[src/lccd_defs.vh]
// register indices, field positions and reset values of the channel divider
// assumes the including module addresses registers as index * 4 on the bus
`ifndef LCCD_DEFS_VH
`define LCCD_DEFS_VH

// register indices (byte address is four times the index)
`define LCCD_IDX_S1_COUNTS   9'h199
`define LCCD_IDX_PHASE       9'h19A
`define LCCD_IDX_S2_COUNTS   9'h19B
`define LCCD_IDX_CTRL        9'h19C
`define LCCD_IDX_DUTY        9'h19D
`define LCCD_IDX_NEXT_COUNTS 9'h19E
`define LCCD_IDX_STATUS      9'h1A8

// nibble fields of count and phase registers
`define LCCD_UPPER_MSB 7
`define LCCD_UPPER_LSB 4
`define LCCD_LOWER_MSB 3
`define LCCD_LOWER_LSB 0

// control register bits
`define LCCD_BIT_S2_BYPASS  5
`define LCCD_BIT_S1_BYPASS  4
`define LCCD_BIT_IGN_SYNC   3
`define LCCD_BIT_FORCE_HIGH 2
`define LCCD_BIT_S2_START   1
`define LCCD_BIT_S1_START   0

// duty register bit
`define LCCD_BIT_DCC_DIS    0

// reset values
`define LCCD_RST_COUNTS 8'h00
`define LCCD_RST_PHASE  8'h00
`define LCCD_RST_CTRL   8'h00
`define LCCD_RST_DUTY   8'h00

`endif

[src/lccd_stage.v]
// one divider stage: counts input clock cycles into low and high periods
// assumes in_rise is a one-cycle pulse on each rising edge of in_level
`timescale 1ns/1ps
module lccd_stage #(
    parameter CW = 4
) (
    // clock and reset
    input  wire          clk,
    input  wire          rst_n,
    // divider input clock, as level and rising-edge pulse
    input  wire          in_level,
    input  wire          in_rise,
    // controls
    input  wire          restart,
    input  wire          bypass,
    input  wire          start_high,
    input  wire [CW-1:0] low_cnt,
    input  wire [CW-1:0] high_cnt,
    input  wire [CW-1:0] phase,
    // stage output, as level and rising-edge pulse
    output reg           out_level,
    output reg           out_rise
);
    reg  [CW:0] cnt_reg;   // input cycles left in present level
    reg         lvl_reg;   // divided level
    wire        out_next;  // next output level

    // bypass routes the input clock straight through
    assign out_next = bypass ? in_level : lvl_reg;

    // counter and level; bypass holds the counter still (powered down)
    always @(posedge clk or negedge rst_n) begin
        if (!rst_n) begin
            cnt_reg   <= {(CW+1){1'b0}};
            lvl_reg   <= 1'b0;
            out_level <= 1'b0;
            out_rise  <= 1'b0;
        end else begin
            out_level <= out_next;
            out_rise  <= out_next & ~out_level;
            if (bypass || restart) begin
                // first level lengthened by phase input cycles
                lvl_reg <= start_high;
                cnt_reg <= (start_high ? {1'b0, high_cnt} : {1'b0, low_cnt})
                           + {1'b0, phase};
            end else if (in_rise) begin
                if (cnt_reg == {(CW+1){1'b0}}) begin
                    // field value n gives n+1 input cycles per level
                    lvl_reg <= ~lvl_reg;
                    cnt_reg <= lvl_reg ? {1'b0, low_cnt} : {1'b0, high_cnt};
                end else begin
                    cnt_reg <= cnt_reg - {{CW{1'b0}}, 1'b1};
                end
            end
        end
    end
endmodule // lccd_stage

[src/lccd_top.v]
// channel divider top: apb registers, input synchronisers, two cascaded
// stages of channel 2 and the first stage of channel 3
// assumes div_clk_in is far slower than ref_clk (at most ref_clk / 4)
// assumes chip_sync is a level held for several ref_clk cycles, not a glitch
// assumes the apb master keeps paddr steady from setup to access
// the divider input is oversampled, so every output edge lands on ref_clk
// channel 3 owns only its first stage here; its other controls live elsewhere
//
// Summary of operation
// - stage one low time is field plus one
// - stage one high time is field plus one
// - stage two uses own low, high counts
// - channel three first stage uses its counts
// - zero field gives one cycle; counts reset zero
// - phase offsets per channel 2 stage, reset zero
// - stage two bypass passes input, stops counting
// - stage one bypass passes input, stops counting
// - ignore-sync bit makes channel 2 dividers disregard sync
// - force bit sets forced output level
// - stage two start level from its bit
// - stage one start level from its bit
// - duty correction active unless disable bit set
//
// The implementer's own choice: the APB interface to the registers.
`timescale 1ns/1ps
`include "lccd_defs.vh"
module lccd_top #(
    parameter CW = 4
) (
    // clock and reset
    input  wire        ref_clk,
    input  wire        reset_n,
    // apb slave
    input  wire        psel,
    input  wire        penable,
    input  wire        pwrite,
    input  wire [11:0] paddr,
    input  wire [31:0] pwdata,
    output reg  [31:0] prdata,
    output wire        pready,
    output reg         pslverr,
    // divider input clock and chip-level sync pins
    input  wire        div_clk_in,
    input  wire        chip_sync,
    // channel 2 outputs
    output wire        stage_one_out,
    output reg         channel_out,
    output wire        duty_correction_enable,
    output wire        stage_one_powered,
    output wire        stage_two_powered,
    // channel 3 first stage output
    output wire        next_stage_one_out
);
    // reset release
    reg        rst_s1_reg;       // first release flop
    reg        rst_s2_reg;       // released reset used by the design
    wire       rst_n;            // internal active-low reset

    // configuration registers
    // all eight bits wide, carried in the low byte of the bus word
    reg  [7:0] s1_counts_reg;    // stage one low/high counts
    reg  [7:0] phase_reg;        // stage two/one phase offsets
    reg  [7:0] s2_counts_reg;    // stage two low/high counts
    reg  [7:0] ctrl_reg;         // bypass, sync, force, start bits
    reg  [7:0] duty_reg;         // duty correction disable
    reg  [7:0] next_counts_reg;  // channel 3 stage one counts

    // pin synchronisers
    // both pins are asynchronous to ref_clk
    reg  [2:0] clk_sync_reg;     // divider clock pin pipeline
    reg  [2:0] sy_sync_reg;      // sync pin pipeline
    reg        clk_lvl_reg;      // filtered divider clock level
    reg        clk_rise_reg;     // one-cycle pulse on its rising edge
    reg        sync_lvl_reg;     // filtered chip sync level

    // apb decode
    wire       setup_ph;         // setup cycle of a transfer
    wire       wr_en;            // write takes effect
    reg        mapped;           // address hits a register
    reg  [7:0] rd_val;           // selected read value
    wire [8:0] idx;              // register index from address

    // stage wiring
    // each stage reports its level and a one-cycle rising pulse
    wire       s2_out;           // stage two level
    wire       s1_rise;          // stage one rising pulse
    wire       div_hold;         // restart dividers on sync
    wire       ch3_hold;         // restart channel 3 stage on sync
    wire       s1_byp;           // stage one bypass
    wire       s2_byp;           // stage two bypass
    wire       ign_sync;         // ignore-sync bit
    wire       force_lvl;        // forced output level
    wire       forced;           // output held at the forced level
    wire [7:0] status_val;       // live state for the status register

    // reset goes low at once and is released through two flops
    // so every flop on rst_n leaves reset on the same ref_clk edge
    // rst_n feeds every other process of the block
    always @(posedge ref_clk or negedge reset_n) begin
        if (!reset_n) begin
            rst_s1_reg <= 1'b0;
            rst_s2_reg <= 1'b0;
        end else begin
            rst_s1_reg <= 1'b1;
            rst_s2_reg <= rst_s1_reg;
        end
    end
    assign rst_n = rst_s2_reg;

    // three-flop synchronisers; a change counts when flops two and three agree
    // the first flop may go metastable, so only flops two and three are compared
    // a one-cycle disagreement is a glitch and leaves the filtered level alone
    always @(posedge ref_clk or negedge rst_n) begin
        if (!rst_n) begin
            clk_sync_reg <= 3'h0;
            sy_sync_reg  <= 3'h0;
            clk_lvl_reg  <= 1'b0;
            clk_rise_reg <= 1'b0;
            sync_lvl_reg <= 1'b0;
        end else begin
            clk_sync_reg <= {clk_sync_reg[1:0], div_clk_in};
            sy_sync_reg  <= {sy_sync_reg[1:0], chip_sync};
            clk_rise_reg <= 1'b0;
            // divider clock: edge pulse marks one input cycle
            if (clk_sync_reg[1] == clk_sync_reg[2]) begin
                clk_lvl_reg  <= clk_sync_reg[2];
                clk_rise_reg <= clk_sync_reg[2] & ~clk_lvl_reg;
            end
            // chip sync level
            if (sy_sync_reg[1] == sy_sync_reg[2]) begin
                sync_lvl_reg <= sy_sync_reg[2];
            end
        end
    end

    // control fields
    // bits 7:6 of the control register are not stored and read as zero
    assign s1_byp    = ctrl_reg[`LCCD_BIT_S1_BYPASS];
    assign s2_byp    = ctrl_reg[`LCCD_BIT_S2_BYPASS];
    assign ign_sync  = ctrl_reg[`LCCD_BIT_IGN_SYNC];
    assign force_lvl = ctrl_reg[`LCCD_BIT_FORCE_HIGH];

    // sync restarts the channel 2 dividers unless ignored
    // a held sync keeps restarting them, so all edges line up on release
    assign div_hold = sync_lvl_reg & ~ign_sync;
    // channel 3 has its own ignore bit elsewhere; it always obeys here
    assign ch3_hold = sync_lvl_reg;
    // output takes the force level while sync is asserted
    // software sets ignore-sync too when it relies on the forced level
    assign forced   = sync_lvl_reg;

    // stage one of channel 2, fed by the divider input clock
    // its phase offset only lengthens the first level after a sync restart or a bypass release
    lccd_stage #(
        .CW (CW)
    ) u_stage_one (
        .clk        (ref_clk),
        .rst_n      (rst_n),
        .in_level   (clk_lvl_reg),
        .in_rise    (clk_rise_reg),
        .restart    (div_hold),
        .bypass     (s1_byp),
        .start_high (ctrl_reg[`LCCD_BIT_S1_START]),
        .low_cnt    (s1_counts_reg[`LCCD_UPPER_MSB:`LCCD_UPPER_LSB]),
        .high_cnt   (s1_counts_reg[`LCCD_LOWER_MSB:`LCCD_LOWER_LSB]),
        .phase      (phase_reg[`LCCD_LOWER_MSB:`LCCD_LOWER_LSB]),
        .out_level  (stage_one_out),
        .out_rise   (s1_rise)
    );

    // stage two counts cycles of stage one output
    // its input pulse is stage one's registered rising edge, in the same cycle as stage_one_out rises
    lccd_stage #(
        .CW (CW)
    ) u_stage_two (
        .clk        (ref_clk),
        .rst_n      (rst_n),
        .in_level   (stage_one_out),
        .in_rise    (s1_rise),
        .restart    (div_hold),
        .bypass     (s2_byp),
        .start_high (ctrl_reg[`LCCD_BIT_S2_START]),
        .low_cnt    (s2_counts_reg[`LCCD_UPPER_MSB:`LCCD_UPPER_LSB]),
        .high_cnt   (s2_counts_reg[`LCCD_LOWER_MSB:`LCCD_LOWER_LSB]),
        .phase      (phase_reg[`LCCD_UPPER_MSB:`LCCD_UPPER_LSB]),
        .out_level  (s2_out),
        .out_rise   ()
    );

    // first stage of channel 3, same input clock
    // no bypass or start-level control of its own in this block
    lccd_stage #(
        .CW (CW)
    ) u_next_stage_one (
        .clk        (ref_clk),
        .rst_n      (rst_n),
        .in_level   (clk_lvl_reg),
        .in_rise    (clk_rise_reg),
        .restart    (ch3_hold),
        .bypass     (1'b0),
        .start_high (1'b0),
        .low_cnt    (next_counts_reg[`LCCD_UPPER_MSB:`LCCD_UPPER_LSB]),
        .high_cnt   (next_counts_reg[`LCCD_LOWER_MSB:`LCCD_LOWER_LSB]),
        .phase      ({CW{1'b0}}),
        .out_level  (next_stage_one_out),
        .out_rise   ()
    );

    // channel output: forced level during sync, else the cascade result
    // registered so the pin sees no glitch when force and cascade swap
    always @(posedge ref_clk or negedge rst_n) begin
        if (!rst_n) begin
            channel_out <= 1'b0;
        end else if (forced) begin
            channel_out <= force_lvl;
        end else begin
            channel_out <= s2_out;
        end
    end

    // power and duty-correction levels to the output drivers
    // the analog drivers gate their supply from these levels
    assign stage_one_powered      = ~s1_byp;
    assign stage_two_powered      = ~s2_byp;
    assign duty_correction_enable = ~duty_reg[`LCCD_BIT_DCC_DIS];

    // live state for software
    assign status_val = {
        4'h0,            // reserved, reads zero
        sync_lvl_reg,    // bit 3: synchronised sync level
        channel_out,     // bit 2: channel output
        s2_out,          // bit 1: stage two level
        stage_one_out    // bit 0: stage one level
    };

    // apb: zero wait states
    // every transfer completes in its first access cycle, so no wait logic
    // address bit 11 selects the upper half, which holds no register
    assign pready   = 1'b1;
    assign idx      = paddr[10:2];
    assign setup_ph = psel & ~penable;
    assign wr_en    = psel & penable & pwrite & mapped;

    // address decode and read mux
    // an index outside the table clears mapped and reads as zero
    always @* begin
        mapped = ~paddr[11];
        rd_val = 8'h00;
        case (idx)
            `LCCD_IDX_S1_COUNTS:   rd_val = s1_counts_reg;
            `LCCD_IDX_PHASE:       rd_val = phase_reg;
            `LCCD_IDX_S2_COUNTS:   rd_val = s2_counts_reg;
            `LCCD_IDX_CTRL:        rd_val = ctrl_reg;
            `LCCD_IDX_DUTY:        rd_val = duty_reg;
            `LCCD_IDX_NEXT_COUNTS: rd_val = next_counts_reg;
            `LCCD_IDX_STATUS:      rd_val = status_val;
            default:               mapped = 1'b0;
        endcase
    end

    // read data and error are latched in the setup cycle
    // latching at setup keeps prdata steady through the access phase
    always @(posedge ref_clk or negedge rst_n) begin
        if (!rst_n) begin
            prdata  <= 32'h00000000;
            pslverr <= 1'b0;
        end else if (setup_ph) begin
            if (mapped && !pwrite) begin
                prdata <= {24'h000000, rd_val}; // mapped read
            end else begin
                prdata <= 32'h00000000;         // write or refused access
            end
            pslverr <= ~mapped;
        end
    end

    // register writes at the access edge; status is read-only
    // reserved bits are dropped, so they always read back as zero
    // a new count applies at the next level reload, not at once
    always @(posedge ref_clk or negedge rst_n) begin
        if (!rst_n) begin
            s1_counts_reg   <= `LCCD_RST_COUNTS;
            phase_reg       <= `LCCD_RST_PHASE;
            s2_counts_reg   <= `LCCD_RST_COUNTS;
            ctrl_reg        <= `LCCD_RST_CTRL;
            duty_reg        <= `LCCD_RST_DUTY;
            next_counts_reg <= `LCCD_RST_COUNTS;
        end else if (wr_en) begin
            case (idx)
                `LCCD_IDX_S1_COUNTS:   s1_counts_reg   <= pwdata[7:0];
                `LCCD_IDX_PHASE:       phase_reg       <= pwdata[7:0];
                `LCCD_IDX_S2_COUNTS:   s2_counts_reg   <= pwdata[7:0];
                // control keeps bypass, sync, force and start bits 5:0
                `LCCD_IDX_CTRL:        ctrl_reg        <= {2'b00, pwdata[5:0]};
                // duty register keeps only the disable bit
                `LCCD_IDX_DUTY:        duty_reg        <= {7'h00, pwdata[0]};
                `LCCD_IDX_NEXT_COUNTS: next_counts_reg <= pwdata[7:0];
                default: begin
                    // status and unmapped: nothing stored
                end
            endcase
        end
    end
endmodule // lccd_top

[config.mk]
export PLATFORM = sky130hd
export DESIGN_NAME = lccd_top
export DESIGN_NICKNAME = d
export VERILOG_FILES = /design/src/lccd_stage.v /design/src/lccd_top.v
export VERILOG_INCLUDE_DIRS = /design/src
export SDC_FILE = /design/constraint.sdc
export NUM_CORES = 1
export LEC_CHECK = 0
export ABC_CLOCK_PERIOD_IN_PS = 3300
export CORE_ASPECT_RATIO = 0.7
export CORE_MARGIN = 2
export CORE_UTILIZATION = 30
export CTS_CLUSTER_SIZE = 30
export DETAILED_ROUTE_END_ITERATION = 6
export DONT_BUFFER_PORTS = 1
export PLACE_DENSITY = 0.47
export REMOVE_ABC_BUFFERS = 1
export SLEW_MARGIN = 20
export SYNTH_ARGS = -nofsm -noshare
export SYNTH_HDL_FRONTEND = slang
export SYNTH_SLANG_ARGS = --single-unit
[constraint.sdc]
create_clock -name ref_clk -period 3.3 [get_ports ref_clk]
set_input_delay 0 -clock ref_clk [delete_from_list [all_inputs] [get_ports ref_clk]]
set_output_delay 0 -clock ref_clk [all_outputs]
set_load 0.02 [all_outputs]
-- After elaboration in Yosys (flattened, before gate mapping)
Cells that the tools add are included.
- bits in registers: 106
- output and inout bits: 40
- word-level logic and storage cells: 112
- add/sub/neg operators: 5
- eq/ne operators: 9
- mux-type cells: 30
- bitwise operators: 19
- reductions and logical operators: 23
- operators by type and width (cell ; number):
    $eq 9x9->1 const B ; 7
    $pmux 8 s7 ; 1
    $mux 5 ; 9
    $mux 4 ; 5
    $reduce_and 2->1 ; 9
    $logic_not 5->1 ; 3
    $sub 5x1->5 const B ; 3
    $mux 1 ; 14
    $not 1->1 ; 12
    $reduce_bool 2->1 ; 6
    $add 5x4->5 ; 2
    $mux 8 ; 1
    $and 1x1->1 ; 7
    $reduce_or 7->1 ; 1
    $eq 1x1->1 ; 2
    $logic_or 1x1->1 ; 2
    $logic_and 1x1->1 ; 1
    $logic_not 1->1 ; 1

-- Logic depth before layout (Yosys ltp)
Gate-level depths: netlist of the first run.
- depth after elaboration: 5
- mapped depth: 9
- mapped depth without buffers: 8

-- Modules after synthesis
From an unflattened synthesis of the first run, not the netlist that was laid out.
- cell total of the unflattened synthesis: 440
- area total of the unflattened synthesis: 4878.4 sq um
- modules (own cells, without submodules) (module ; instances ; cells each ; area each (sq um) ; sequential area each (sq um)):
    lccd_top ; 1 ; 239 ; 2964.1 ; 1501.4
    lccd_stage ; 3 ; 67 ; 638.1 ; 200.2

-- Least setup slack after synthesis of the first run
Ideal clock, no wire load.
- path type: reg-to-reg
- start point: register u_stage_two.cnt_reg[0]
- end point: register u_stage_two.cnt_reg[1]
- library setup time: 0.079 ns
- data arrival time: 1.812 ns
- required time: 3.221 ns
- path slack: 1.409 ns
- stages on the path, launching flop included: 8
- buffers on the path: 0
- cells stage by stage: dfrtp_1 -> inv_1 -> ha_1 -> nor4b_1 -> mux2_2 -> nand2_1 -> o21ai_0 -> mux2i_1
- word-level cells in the longest chain between the ends: 4
- elaborated cells between the ends (all ways): 5
- those cells by class: 1 x add/sub; 3 x mux; 1 x reduce/logical
- RTL lines (item ; line ; text):
    from (decl) ; lccd_stage.v:24 ; reg [CW:0] cnt_reg;
    from (signal assigned) ; lccd_stage.v:34 ; cnt_reg <= {(CW+1){1'b0}};
    from (signal assigned) ; lccd_stage.v:44 ; cnt_reg <= (start_high ? {1'b0, high_cnt} : {1'b0, low_cnt})
    from (signal assigned) ; lccd_stage.v:50 ; cnt_reg <= lvl_reg ? {1'b0, low_cnt} : {1'b0, high_cnt};
    $sub 5x1->5 / $logic_not 5->1 (equally long branches) ; lccd_stage.v:52, lccd_stage.v:47 ;
    $mux 5 (*) ; lccd_stage.v:47 ; if (cnt_reg == {(CW+1){1'b0}}) begin
    $mux 5 (*) ; lccd_stage.v:46 ; end else if (in_rise) begin
    $mux 5 (*) ; lccd_stage.v:41 ; if (bypass || restart) begin
Every way passes the cells marked *; elsewhere a longest branch is shown, timed or not. The select of a mux whose other input is x is not followed.
A chain may end at the register's enable or synchronous reset.

-- Worst setup path after layout of the first run
- start point: register u_stage_one.cnt_reg[0]
- end point: register u_stage_one.cnt_reg[1]
- word-level cells in the longest chain between the ends: 4
- elaborated cells between the ends (all ways): 5
- those cells by class: 1 x add/sub; 3 x mux; 1 x reduce/logical
- RTL lines (item ; line):
    from (decl) ; lccd_stage.v:24
    from (signal assigned) ; lccd_stage.v:34
    from (signal assigned) ; lccd_stage.v:44
    from (signal assigned) ; lccd_stage.v:50
    $sub 5x1->5 / $logic_not 5->1 (equally long branches) ; lccd_stage.v:52, lccd_stage.v:47
    $mux 5 (*) ; lccd_stage.v:47
    $mux 5 (*) ; lccd_stage.v:46
    $mux 5 (*) ; lccd_stage.v:41
Marked as above.

==> results of run 1 <==
==> tightest hold or removal path: cells and delay by family <==
family,cells,cell delay (ps)
multiplexers,1,60
AO/OA/AOI/OAI,2,300
==> stage by stage <==
stage	setup slack [ps]	area (um2)
final	1310	5110
after global routing	1140	5100
after CTS	1210	5070
after detailed placement	1230	4600
after global placement	1290	4600
after floorplan	847	4330
==> final cells by class <==
| class | count | share of cell area (%) |
|---|---|---|
| tap | 195 | 4.78 |
| sequential | 82 | 40.2 |
| timing repair buffer | 21 | 4.36 |
| clock buffer | 13 | 5.29 |
| antenna | 2 | 0.0980 |
| multi-input combinational | 290 | 43.4 |
| inverter | 18 | 1.32 |
| clock inverter | 3 | 0.465 |
==> metal layers <==
metal / global-route usage (%) / wire length (um)
met1: 22.3 / 5800
met2: 20.6 / 4670
met3: 4.25 / 716
met4: 3.71 / 75
met5: 0 / 13
==> power by group through the flow <==
stage	registers, mW	logic, mW	clock network [mW]
2_1_floorplan	1.13	0.158	0
3_3_place_gp	1.15	0.187	0
3_5_place_dp	1.15	0.189	0
4_1_cts	1.14	0.216	1.01
5_1_grt	1.13	0.263	1.04
6_report	1.12	0.232	0.976
==> cell usage after synthesis (all sizes together) (2+ instances only) <==
cell,instances
a32oi,2
mux2i,26
nand4b,2
nand3,3
o2111ai,2
nor4,3
o211ai,2
xnor2,6
buf,29
a22o,4
fa,2
nor2b,5
dfrtp,82
inv,18
a31oi,3
xor2,4
o21ai,18
a21oi,17
conb,2
nand2b,4
o31ai,3
a21o,2
a22oi,7
nor2,19
a211oi,4
maj3,2
clkbuf,9
nor4b,4
nand2,23
or2,2
o22ai,4
mux2,56
ha,11
nor3,11
nor3b,2
o22a,2
==> cell families after synthesis <==
logic type	Yosys count	synth area share (%)
compound gates	71	10.2
xor+xnor	10	1.95
fa+ha+maj	15	4.41
other cells	2	0.168
simple gates	86	10.8
flops	82	45.8
mux	82	19.9
buf+inv	56	6.87
==> worst paths after layout <==
kind | to
setup / recovery | u_stage_one.cnt_reg[1]
hold / removal | prdata[4]
setup reg to reg | u_stage_one.cnt_reg[1]
hold reg to reg | sy_sync_reg[1]
max in group asynchronous | u_stage_two.cnt_reg[2]
min in group asynchronous | sy_sync_reg[1]
==> timing repair <==
| action | in CTS | in global routing |
|---|---|---|
| hold endpoints to repair | 50 | 0 |
| hold buffers | 18 | 0 |
| setup buffers | 0 | 0 |
==> flow_metrics.env, run 1 <==
export IMPL_status="complete, no violations"
export IMPL_crit_path_cell_trace="inv_1 -> ha_1 -> nor4b_2 -> mux2_2 -> nand2_1 -> o21ai_0 -> mux2i_1"
export IMPL_ctsRootBufferMaster="clkbuf_16"
export IMPL_global_route_usage_total_pct=14.8
export IMPL_yosysTopAreaCell="dfrtp_1"
export IMPL_dp_final_hpwl_mm=8.19
export IMPL_cts_tree="built"
export IMPL_sequential_cell_area_fraction_in_the_yosys_report_pct=45.8
export IMPL_timing_final_hold_violations=0
export IMPL_fin_worst_hold_slack_ps=64.5
export IMPL_min_delay_path_class="input port to register"
export IMPL_grt_setup_unrepaired="false"
export IMPL_drt_initial_drc_count=177
export IMPL_remaining_drc_errors=0
export IMPL_fin_tns_setup_ps=0
export IMPL_floorplan_die_width_um=150
export IMPL_fin_total_pwr_mw=2.33
export IMPL_antenna_violation_net_count_after_detailed_routing=0
export IMPL_timing_final_max_slew_violations=0
export IMPL_hp_start="paddr[3]"
export IMPL_dr_total_vias=3099
export IMPL_postLayoutCoreUtil_pct=34.9
export IMPL_timing_rr_start="u_stage_one.cnt_reg[0]"
export IMPL_worstPathRequired_ps=3560
export IMPL_num_io_pins=91
export IMPL_route_detailed_vias_per_inst=4.97
export IMPL_clkSinkCount=82
export IMPL_postSynthCellCount=404
export IMPL_critPathTopFamily="simple AND/OR/NAND/NOR gates"
export IMPL_max_capacitance_violation_count=0
export IMPL_leakagePower_nw=2.27
export IMPL_switching_pwr_mw=0.609
export IMPL_num_fill_cells=1473
export IMPL_ys_warn_count=0
export IMPL_finish_cell_count_without_fillers=624
export IMPL_grt_pass1_wl_mm=17.6
export IMPL_fp_dieH_um=106
export IMPL_power_ir_vdd_worst_v=0.000246
export IMPL_placed_cells_incl_taps=587
export IMPL_area_delta_synth_final_pct=14.0
export IMPL_cp_max_fo=7
export IMPL_synthesis_area_um2=4480
export IMPL_tritoncts_num_buffers=9
export IMPL_minimum_setup_slack_among_reg_to_reg_paths_ps=1310
export IMPL_power_frac_clock_pct=41.9
export IMPL_max_clock_path_buffers=2
export IMPL_layout_commonest_cell="dfrtp_1"
export IMPL_crit_slowest_cell="nor4b_2"
export IMPL_area_of_combinational_cells_with_multiple_inputs_um2=2220
export IMPL_crit_type="register to register"
export IMPL_postSynth_asyncResetShare_pct=100
export IMPL_post_cts_resized=0
export IMPL_cp_num_buf_inv=1
export IMPL_overflow=0
export IMPL_worst_r2r_cell_count=7
export IMPL_max_slew_worst_pin_slew_ps=762
export IMPL_finClkSkew_ps=7.28
export IMPL_power_share_switching_pct=26.1
export IMPL_cp_arrival_ps=2250
export IMPL_critical_path_startpoint_type="register"
export IMPL_clock_latency_on_the_worst_skew_pair_ps=340
export IMPL_synth_cell_type_count=53
export IMPL_start_util_pct=30.6
export IMPL_grt_pass1_vias=3012
export IMPL_crit_path_max_incr_delay_ps=560
export IMPL_mapped_avg_cell_area_um2=11.1
export IMPL_drt_total_wl_mm=11.3
export IMPL_fin_crit_sh_pct=60.4
export IMPL_mostFrequentLayoutCells="dfrtp_1 (81), mux2_2 (56), mux2i_1 (26), conb_1 (26), nand2_1 (23)"
export IMPL_min_path_cells=3
export IMPL_crit_path_launch="u_stage_one.cnt_reg[0]"
export IMPL_grt_max_degree=81
export IMPL_clock_fmax_mhz=501
export IMPL_synth_top_cell_area_share_pct=45.8
export IMPL_synth_main_ff_cell="dfrtp_1"
export IMPL_coreArea_um2=14600
export IMPL_critical_path_endpoint_type="register"
export IMPL_grt_antenna_before_repair=3
export IMPL_finalSetupViolCount=0
export IMPL_detail_route_wl_per_cell_um=18.1
export IMPL_routability_cong=0.785
export IMPL_seqPwrFrac_pct=48.2
export IMPL_power_share_combinational_pct=10.0
export IMPL_firstDrtPassIters=4
export IMPL_htree_num_levels=3
export IMPL_number_of_synthesized_flops_with_an_enable_pin=0
export IMPL_post_route_cells_drive_above_1_share_pct=19.7
export IMPL_finalCriticalPeriod_ps=1990
export IMPL_p_int_mw=1.72
export IMPL_finalNetCount=486
export IMPL_powerDensity_nw_per_um2=456
export IMPL_io_buffers=0
export IMPL_ys_ff_latch=82
export IMPL_register_clock_pin_slew_on_the_reported_worst_setup_and_hold_paths_ps=60
export IMPL_post_synth_main_area_contributors="dfrtp_1 (46%), mux2_2 (14%), mux2i_1 (5.8%)"
export IMPL_register_area_um2=2060
export IMPL_dieArea_um2=16000
export IMPL_maxSlewHeadroom_pct=49.0
export IMPL_critical_path_depth=7
export IMPL_rows=37
No activity file was read; power rests on OpenSTA's default activity.
==> run 2: changes to the inputs <==
--- a/config.mk
+++ b/config.mk
@@ -6,7 +6,7 @@
 export SDC_FILE = /design/constraint.sdc
 export NUM_CORES = 1
 export LEC_CHECK = 0
-export ABC_CLOCK_PERIOD_IN_PS = 3300
+export ABC_CLOCK_PERIOD_IN_PS = 2000
 export CORE_ASPECT_RATIO = 0.7
 export CORE_MARGIN = 2
 export CORE_UTILIZATION = 30
==> constraint.sdc (replaced) <==
create_clock -name ref_clk -period 2 [get_ports ref_clk]
set_input_delay 0 -clock ref_clk [delete_from_list [all_inputs] [get_ports ref_clk]]
set_output_delay 0 -clock ref_clk [all_outputs]
set_load 0.02 [all_outputs]
==> flow_metrics.env, run 2 (synthesis results as in run 1) <==
export IMPL_crit_path_cell_trace="mux2i_2 -> inv_1 -> ha_1 -> a21o_1 -> a21oi_1 -> xnor2_1 -> nor2_1 -> a21oi_1"
export IMPL_maxSlewHeadroom_pct=50.8
export IMPL_rows=37
export IMPL_leakagePower_nw=2.37
export IMPL_clock_latency_on_the_worst_skew_pair_ps=340
export IMPL_worst_path_most_repeated_cell="a21oi_1"
export IMPL_grt_antenna_before_repair=3
export IMPL_io_buffers=0
export IMPL_max_slew_worst_pin_slew_ps=736
export IMPL_timing_rr_start="ctrl_reg[1]"
export IMPL_antenna_violation_net_count_after_detailed_routing=0
export IMPL_drt_met1_wl_mm=6.13
export IMPL_num_fill_cells=1463
export IMPL_finClkSkew_ps=7.48
export IMPL_final_critical_path_setup_slack_ps=149
export IMPL_drt_initial_drc_count=161
export IMPL_remaining_drc_errors=0
export IMPL_grt_setup_unrepaired="false"
export IMPL_fp_dieH_um=106
export IMPL_ctsRootBufferMaster="clkbuf_16"
export IMPL_firstDrtPassIters=4
export IMPL_start_util_pct=30.6
export IMPL_met2WireLength_mm=4.64
export IMPL_power_ir_vdd_worst_v=0.000383
export IMPL_setup_slack_placement_ps=146
export IMPL_fin_worst_hold_slack_ps=41.0
export IMPL_area_delta_synth_final_pct=17.3
export IMPL_clkSinkCount=82
export IMPL_crit_path_max_incr_delay_ps=470
export IMPL_crit_slowest_cell="dfrtp_1"
export IMPL_critPathTopFamily="compound AO/OA/AOI/OAI gates"
export IMPL_grt_pass1_vias=3111
export IMPL_drt_total_wl_mm=11.6
export IMPL_cp_max_fo=5
export IMPL_cp_arrival_ps=2110
export IMPL_grt_max_degree=54
export IMPL_fin_crit_sh_pct=92.5
export IMPL_tritoncts_num_buffers=9
export IMPL_minimum_setup_slack_among_reg_to_reg_paths_ps=150
export IMPL_critical_path_startpoint_type="register"
export IMPL_register_clock_pin_slew_on_the_reported_worst_setup_and_hold_paths_ps=70
export IMPL_worstHoldEndpoint="prdata[6]"
export IMPL_routed_wl_met3_um=667
export IMPL_detail_route_wl_per_cell_um=18.1
export IMPL_status="complete, no violations"
export IMPL_dp_final_hpwl_mm=8.71
export IMPL_grt_pass1_wl_mm=18.1
export IMPL_timing_final_hold_violations=0
export IMPL_worst_r2r_cell_count=8
export IMPL_finalCriticalPeriod_ps=1850
export IMPL_placed_area_um2=4750
export IMPL_timing_final_max_slew_violations=0
export IMPL_powerDensity_nw_per_um2=774
export IMPL_max_capacitance_violation_count=0
export IMPL_clock_fmax_mhz=540
export IMPL_max_clock_path_buffers=2
export IMPL_finalNetCount=503
export IMPL_fin_tns_setup_ps=0
export IMPL_global_route_usage_total_pct=15.2
export IMPL_floorplan_die_width_um=150
export IMPL_overflow=0
export IMPL_finalSetupViolCount=0
export IMPL_hp_start="paddr[2]"
export IMPL_cp_num_buf_inv=1
export IMPL_route_detailed_vias_per_inst=4.92
export IMPL_fin_total_pwr_mw=4.07
export IMPL_worstPathRequired_ps=2260
export IMPL_coreArea_um2=14600
export IMPL_crit_type="register to register"
export IMPL_routability_cong=0.797
export IMPL_layout_commonest_cell="dfrtp_1"
export IMPL_cts_tree="built"
export IMPL_min_path_cells=3
export IMPL_post_route_cells_drive_above_1_share_pct=23.2
export IMPL_critical_path_endpoint_type="register"
export IMPL_mostFrequentLayoutCells="dfrtp_1 (81), mux2_2 (56), conb_1 (26)"
export IMPL_min_delay_path_class="input port to register"
export IMPL_critical_path_reg2reg_endpoint="u_stage_two.cnt_reg[3]"
export IMPL_post_cts_setup_buffer_count=0
export IMPL_htree_num_levels=3
export IMPL_final_cell_area_um2=5260
export IMPL_dieArea_um2=16000
export IMPL_dr_total_vias=3156
export IMPL_dr_max_layer_used="met5"
export IMPL_num_io_pins=91
-- run 2: cell types whose count changed in the layout (fill, tap and decap cells not counted), sizes merged --
cell         change
buf             +18
bufinv           +2
clkbuf           -4
clkinv           +3
clkinvlp         -2
dlygate4sd3      -1
inv              +1
-- run 2: power breakdown --
group	internal (mW)	switching [mW]	total (mW)
sequential	1.73	0.115	1.84
clock	1.11	0.719	1.83
combinational	0.174	0.225	0.398
total	3.01	1.06	4.07
-- run 2: how the worst max path moves through the flow --
stage / startpoint / endpoint / cells after the start
floorplan: rst_n / ch3_hold / 0
global placement: ctrl_reg[1] / u_stage_two.cnt_reg[3] / 8
detailed placement: ctrl_reg[1] / u_stage_two.cnt_reg[3] / 8
CTS: ctrl_reg[1] / u_stage_two.cnt_reg[3] / 8
global route: ctrl_reg[1] / u_stage_two.cnt_reg[4] / 7
finish: ctrl_reg[1] / u_stage_two.cnt_reg[3] / 8
-- run 2: stage by stage --
stage	std cells	util [%]
6_report	641	35.9
5_1_grt	639	35.9
4_1_cts	639	35.9
3_5_place_dp	606	32.5
3_3_place_gp	606	32.5
2_1_floorplan	390	-
-- run 2: repair_timing --
item                                   CTS  global route
setup endpoints to repair                0             1
hold buffers                            17             0
resized for setup                        0             1
endpoints found under the hold margin   50             0
-- run 2: layer usage --
metal	up-vias	global-route usage (%)
met5	-	0
met4	2	4.04
met3	15	4.33
met2	81	20.3
met1	1582	23.6
li1	1476	-
-- run 2: area by class of cell --
| type | instances | area (um2) | share of cell area (%) |
|---|---|---|---|
| well taps | 195 | 244 | 4.64 |
| diodes | 2 | 5.00 | 0.0952 |
| multi-input cells | 290 | 2220 | 42.2 |
| flip-flops and latches | 82 | 2060 | 39.1 |
| inverters | 18 | 67.6 | 1.29 |
| repair buffers | 38 | 340 | 6.47 |
| clock inverters | 7 | 103 | 1.95 |
| clock buffers | 9 | 225 | 4.28 |
-- run 2: tightest hold or removal path: stages --
cell and delay (ps):
a22o_1 130, a32oi_1 90, o21ai_1 120
==> run 3: changes to the inputs <==
--- a/config.mk
+++ b/config.mk
@@ -14,6 +14,7 @@
 export DETAILED_ROUTE_END_ITERATION = 6
 export DONT_BUFFER_PORTS = 1
 export PLACE_DENSITY = 0.47
+export RECOVER_POWER = 25
 export REMOVE_ABC_BUFFERS = 1
 export SLEW_MARGIN = 20
 export SYNTH_ARGS = -nofsm -noshare
==> flow_metrics.env, run 3 (synthesis results as in run 1) <==
export IMPL_grt_setup_unrepaired="false"
export IMPL_worst_path_most_repeated_cell="a21oi_1"
export IMPL_max_slew_worst_pin_slew_ps=1180
export IMPL_placed_cells_incl_taps=606
export IMPL_mostFrequentLayoutCells="dfrtp_1 (82), mux2_2 (56), conb_1 (26)"
export IMPL_grt_pass1_wl_mm=18.1
export IMPL_register_clock_pin_slew_on_the_reported_worst_setup_and_hold_paths_ps=70
export IMPL_power_share_combinational_pct=9.8
export IMPL_finish_cell_count_without_fillers=641
export IMPL_crit_path_max_incr_delay_ps=470
export IMPL_routability_cong=0.797
export IMPL_tritoncts_num_buffers=9
export IMPL_fin_crit_sh_pct=92.5
export IMPL_max_capacitance_violation_count=0
export IMPL_clock_latency_on_the_worst_skew_pair_ps=340
export IMPL_critical_path_endpoint_type="register"
export IMPL_powerDensity_nw_per_um2=774
export IMPL_dr_total_vias=3155
export IMPL_coreArea_um2=14600
export IMPL_finalCriticalPeriod_ps=1850
export IMPL_layout_commonest_cell="dfrtp_1"
export IMPL_finalNetCount=503
export IMPL_crit_type="register to register"
export IMPL_power_share_switching_pct=26.1
export IMPL_floorplan_die_width_um=150
export IMPL_final_cell_area_um2=5250
export IMPL_fp_dieH_um=106
export IMPL_firstDrtPassIters=4
export IMPL_seqPwrFrac_pct=45.3
export IMPL_crit_path_cell_trace="mux2i_2 -> inv_1 -> ha_1 -> a21o_1 -> a21oi_1 -> xnor2_1 -> nor2_1 -> a21oi_1"
export IMPL_dieArea_um2=16000
export IMPL_global_route_usage_total_pct=15.2
export IMPL_num_io_pins=91
export IMPL_area_delta_synth_final_pct=17.2
export IMPL_grt_pass1_vias=3111
export IMPL_rows=37
export IMPL_worstPathRequired_ps=2260
export IMPL_clock_fmax_mhz=540
export IMPL_finalSetupViolCount=0
export IMPL_start_util_pct=30.6
export IMPL_min_delay_path_class="input port to register"
export IMPL_power_ir_vdd_worst_v=0.000383
export IMPL_fin_total_pwr_mw=4.07
export IMPL_power_frac_clock_pct=44.9
export IMPL_grt_antenna_before_repair=3
export IMPL_detail_route_wl_per_cell_um=18.1
export IMPL_htree_num_levels=3
export IMPL_route_detailed_vias_per_inst=4.92
export IMPL_overflow=0
export IMPL_drt_total_wl_mm=11.6
export IMPL_finClkSkew_ps=7.48
export IMPL_status="complete, no violations"
export IMPL_placed_area_um2=4750
export IMPL_maxSlewHeadroom_pct=21.2
export IMPL_p_int_mw=3.01
export IMPL_drt_initial_drc_count=160
export IMPL_timing_final_max_slew_violations=0
export IMPL_antenna_violation_net_count_after_detailed_routing=0
export IMPL_timing_final_hold_violations=0
export IMPL_clkSinkCount=82
export IMPL_post_route_cells_drive_above_1_share_pct=23.0
export IMPL_io_buffers=0
export IMPL_leakagePower_nw=2.37
export IMPL_crit_slowest_cell="dfrtp_1"
export IMPL_fin_worst_hold_slack_ps=40.9
export IMPL_critical_path_startpoint_type="register"
export IMPL_cp_max_fo=5
export IMPL_grt_max_degree=54
export IMPL_cts_tree="built"
export IMPL_max_clock_path_buffers=2
export IMPL_ctsRootBufferMaster="clkbuf_16"
export IMPL_remaining_drc_errors=0
export IMPL_switching_pwr_mw=1.06
export IMPL_dp_final_hpwl_mm=8.71
export IMPL_cp_arrival_ps=2110
export IMPL_fin_tns_setup_ps=0
-- run 3: cell counts in the layout (fill, tap and decap cells not counted) --
Identical to the previous run, type by type.
-- run 3: timing repair --
action | CTS | global route
hold endpoints to repair | 50 | 0
endpoints found under the setup margin | 0 | 1
resized for setup | 0 | 1
hold buffers | 17 | 0
buffers inserted | 0 | 0
-- run 3: critical path: cells and delay by family (launching register included) --
kind | cells | cell delay (ps)
AOI/OAI and AO/OA | 3 | 480
xor gates and xnor gates | 1 | 130
adders and majority gates | 1 | 280
buffers and inverters | 1 | 70
DFF | 1 | 470
muxes | 1 | 290
and+or+nand+nor | 1 | 50
-- run 3: final cells by class --
cell class / count / area (um2)
inverter: 18 / 67.6
timing repair buffer: 38 / 340
fill: 1464 / 9380
clock inverter: 7 / 103
clock buffer: 9 / 225
tap: 195 / 244
multi-input combinational: 290 / 2220
antenna: 2 / 5.00
sequential: 82 / 2050
-- run 3: stage by stage --
step / worst slack [ps] / util [%]
2_1_floorplan: -453 / -
3_3_place_gp: 173 / 32.5
3_5_place_dp: 146 / 32.5
4_1_cts: 116 / 35.9
5_1_grt: 10.8 / 35.9
6_report: 149 / 35.9
-- run 3: worst paths after layout --
kind / from / endpoint / slack [ps] / cells past startpoint
worst min register to register: sy_sync_reg[0] / sy_sync_reg[1] / 350 / 0
worst max-delay path: ctrl_reg[1] / u_stage_two.cnt_reg[3] / 150 / 8
worst min-delay path: paddr[2] / prdata[6] / 40 / 3
min in group asynchronous: reset_n / rst_s1_reg / 420 / 2
max in group asynchronous: rst_n / ctrl_reg[4] / 630 / 1
worst max register to register: ctrl_reg[1] / u_stage_two.cnt_reg[3] / 150 / 8
-- run 3: power groups by stage --
| stage | logic (mW) | clock network, mW | registers [mW] |
|---|---|---|---|
| 2_1_floorplan | 0.261 | 0 | 1.86 |
| 3_3_place_gp | 0.353 | 0 | 1.87 |
| 3_5_place_dp | 0.358 | 0 | 1.88 |
| 4_1_cts | 0.403 | 1.87 | 1.84 |
| 5_1_grt | 0.453 | 1.94 | 1.86 |
| 6_report | 0.399 | 1.83 | 1.84 |
-- run 3: layer usage --
layer  vias up  GRT usage [%]  routed length [um]
met3        15           4.33                 667
li1       1476              -                   -
met5         -              0                  13
met2        81           20.3                4630
met4         2           4.04                 145
met1      1581           23.6                6140
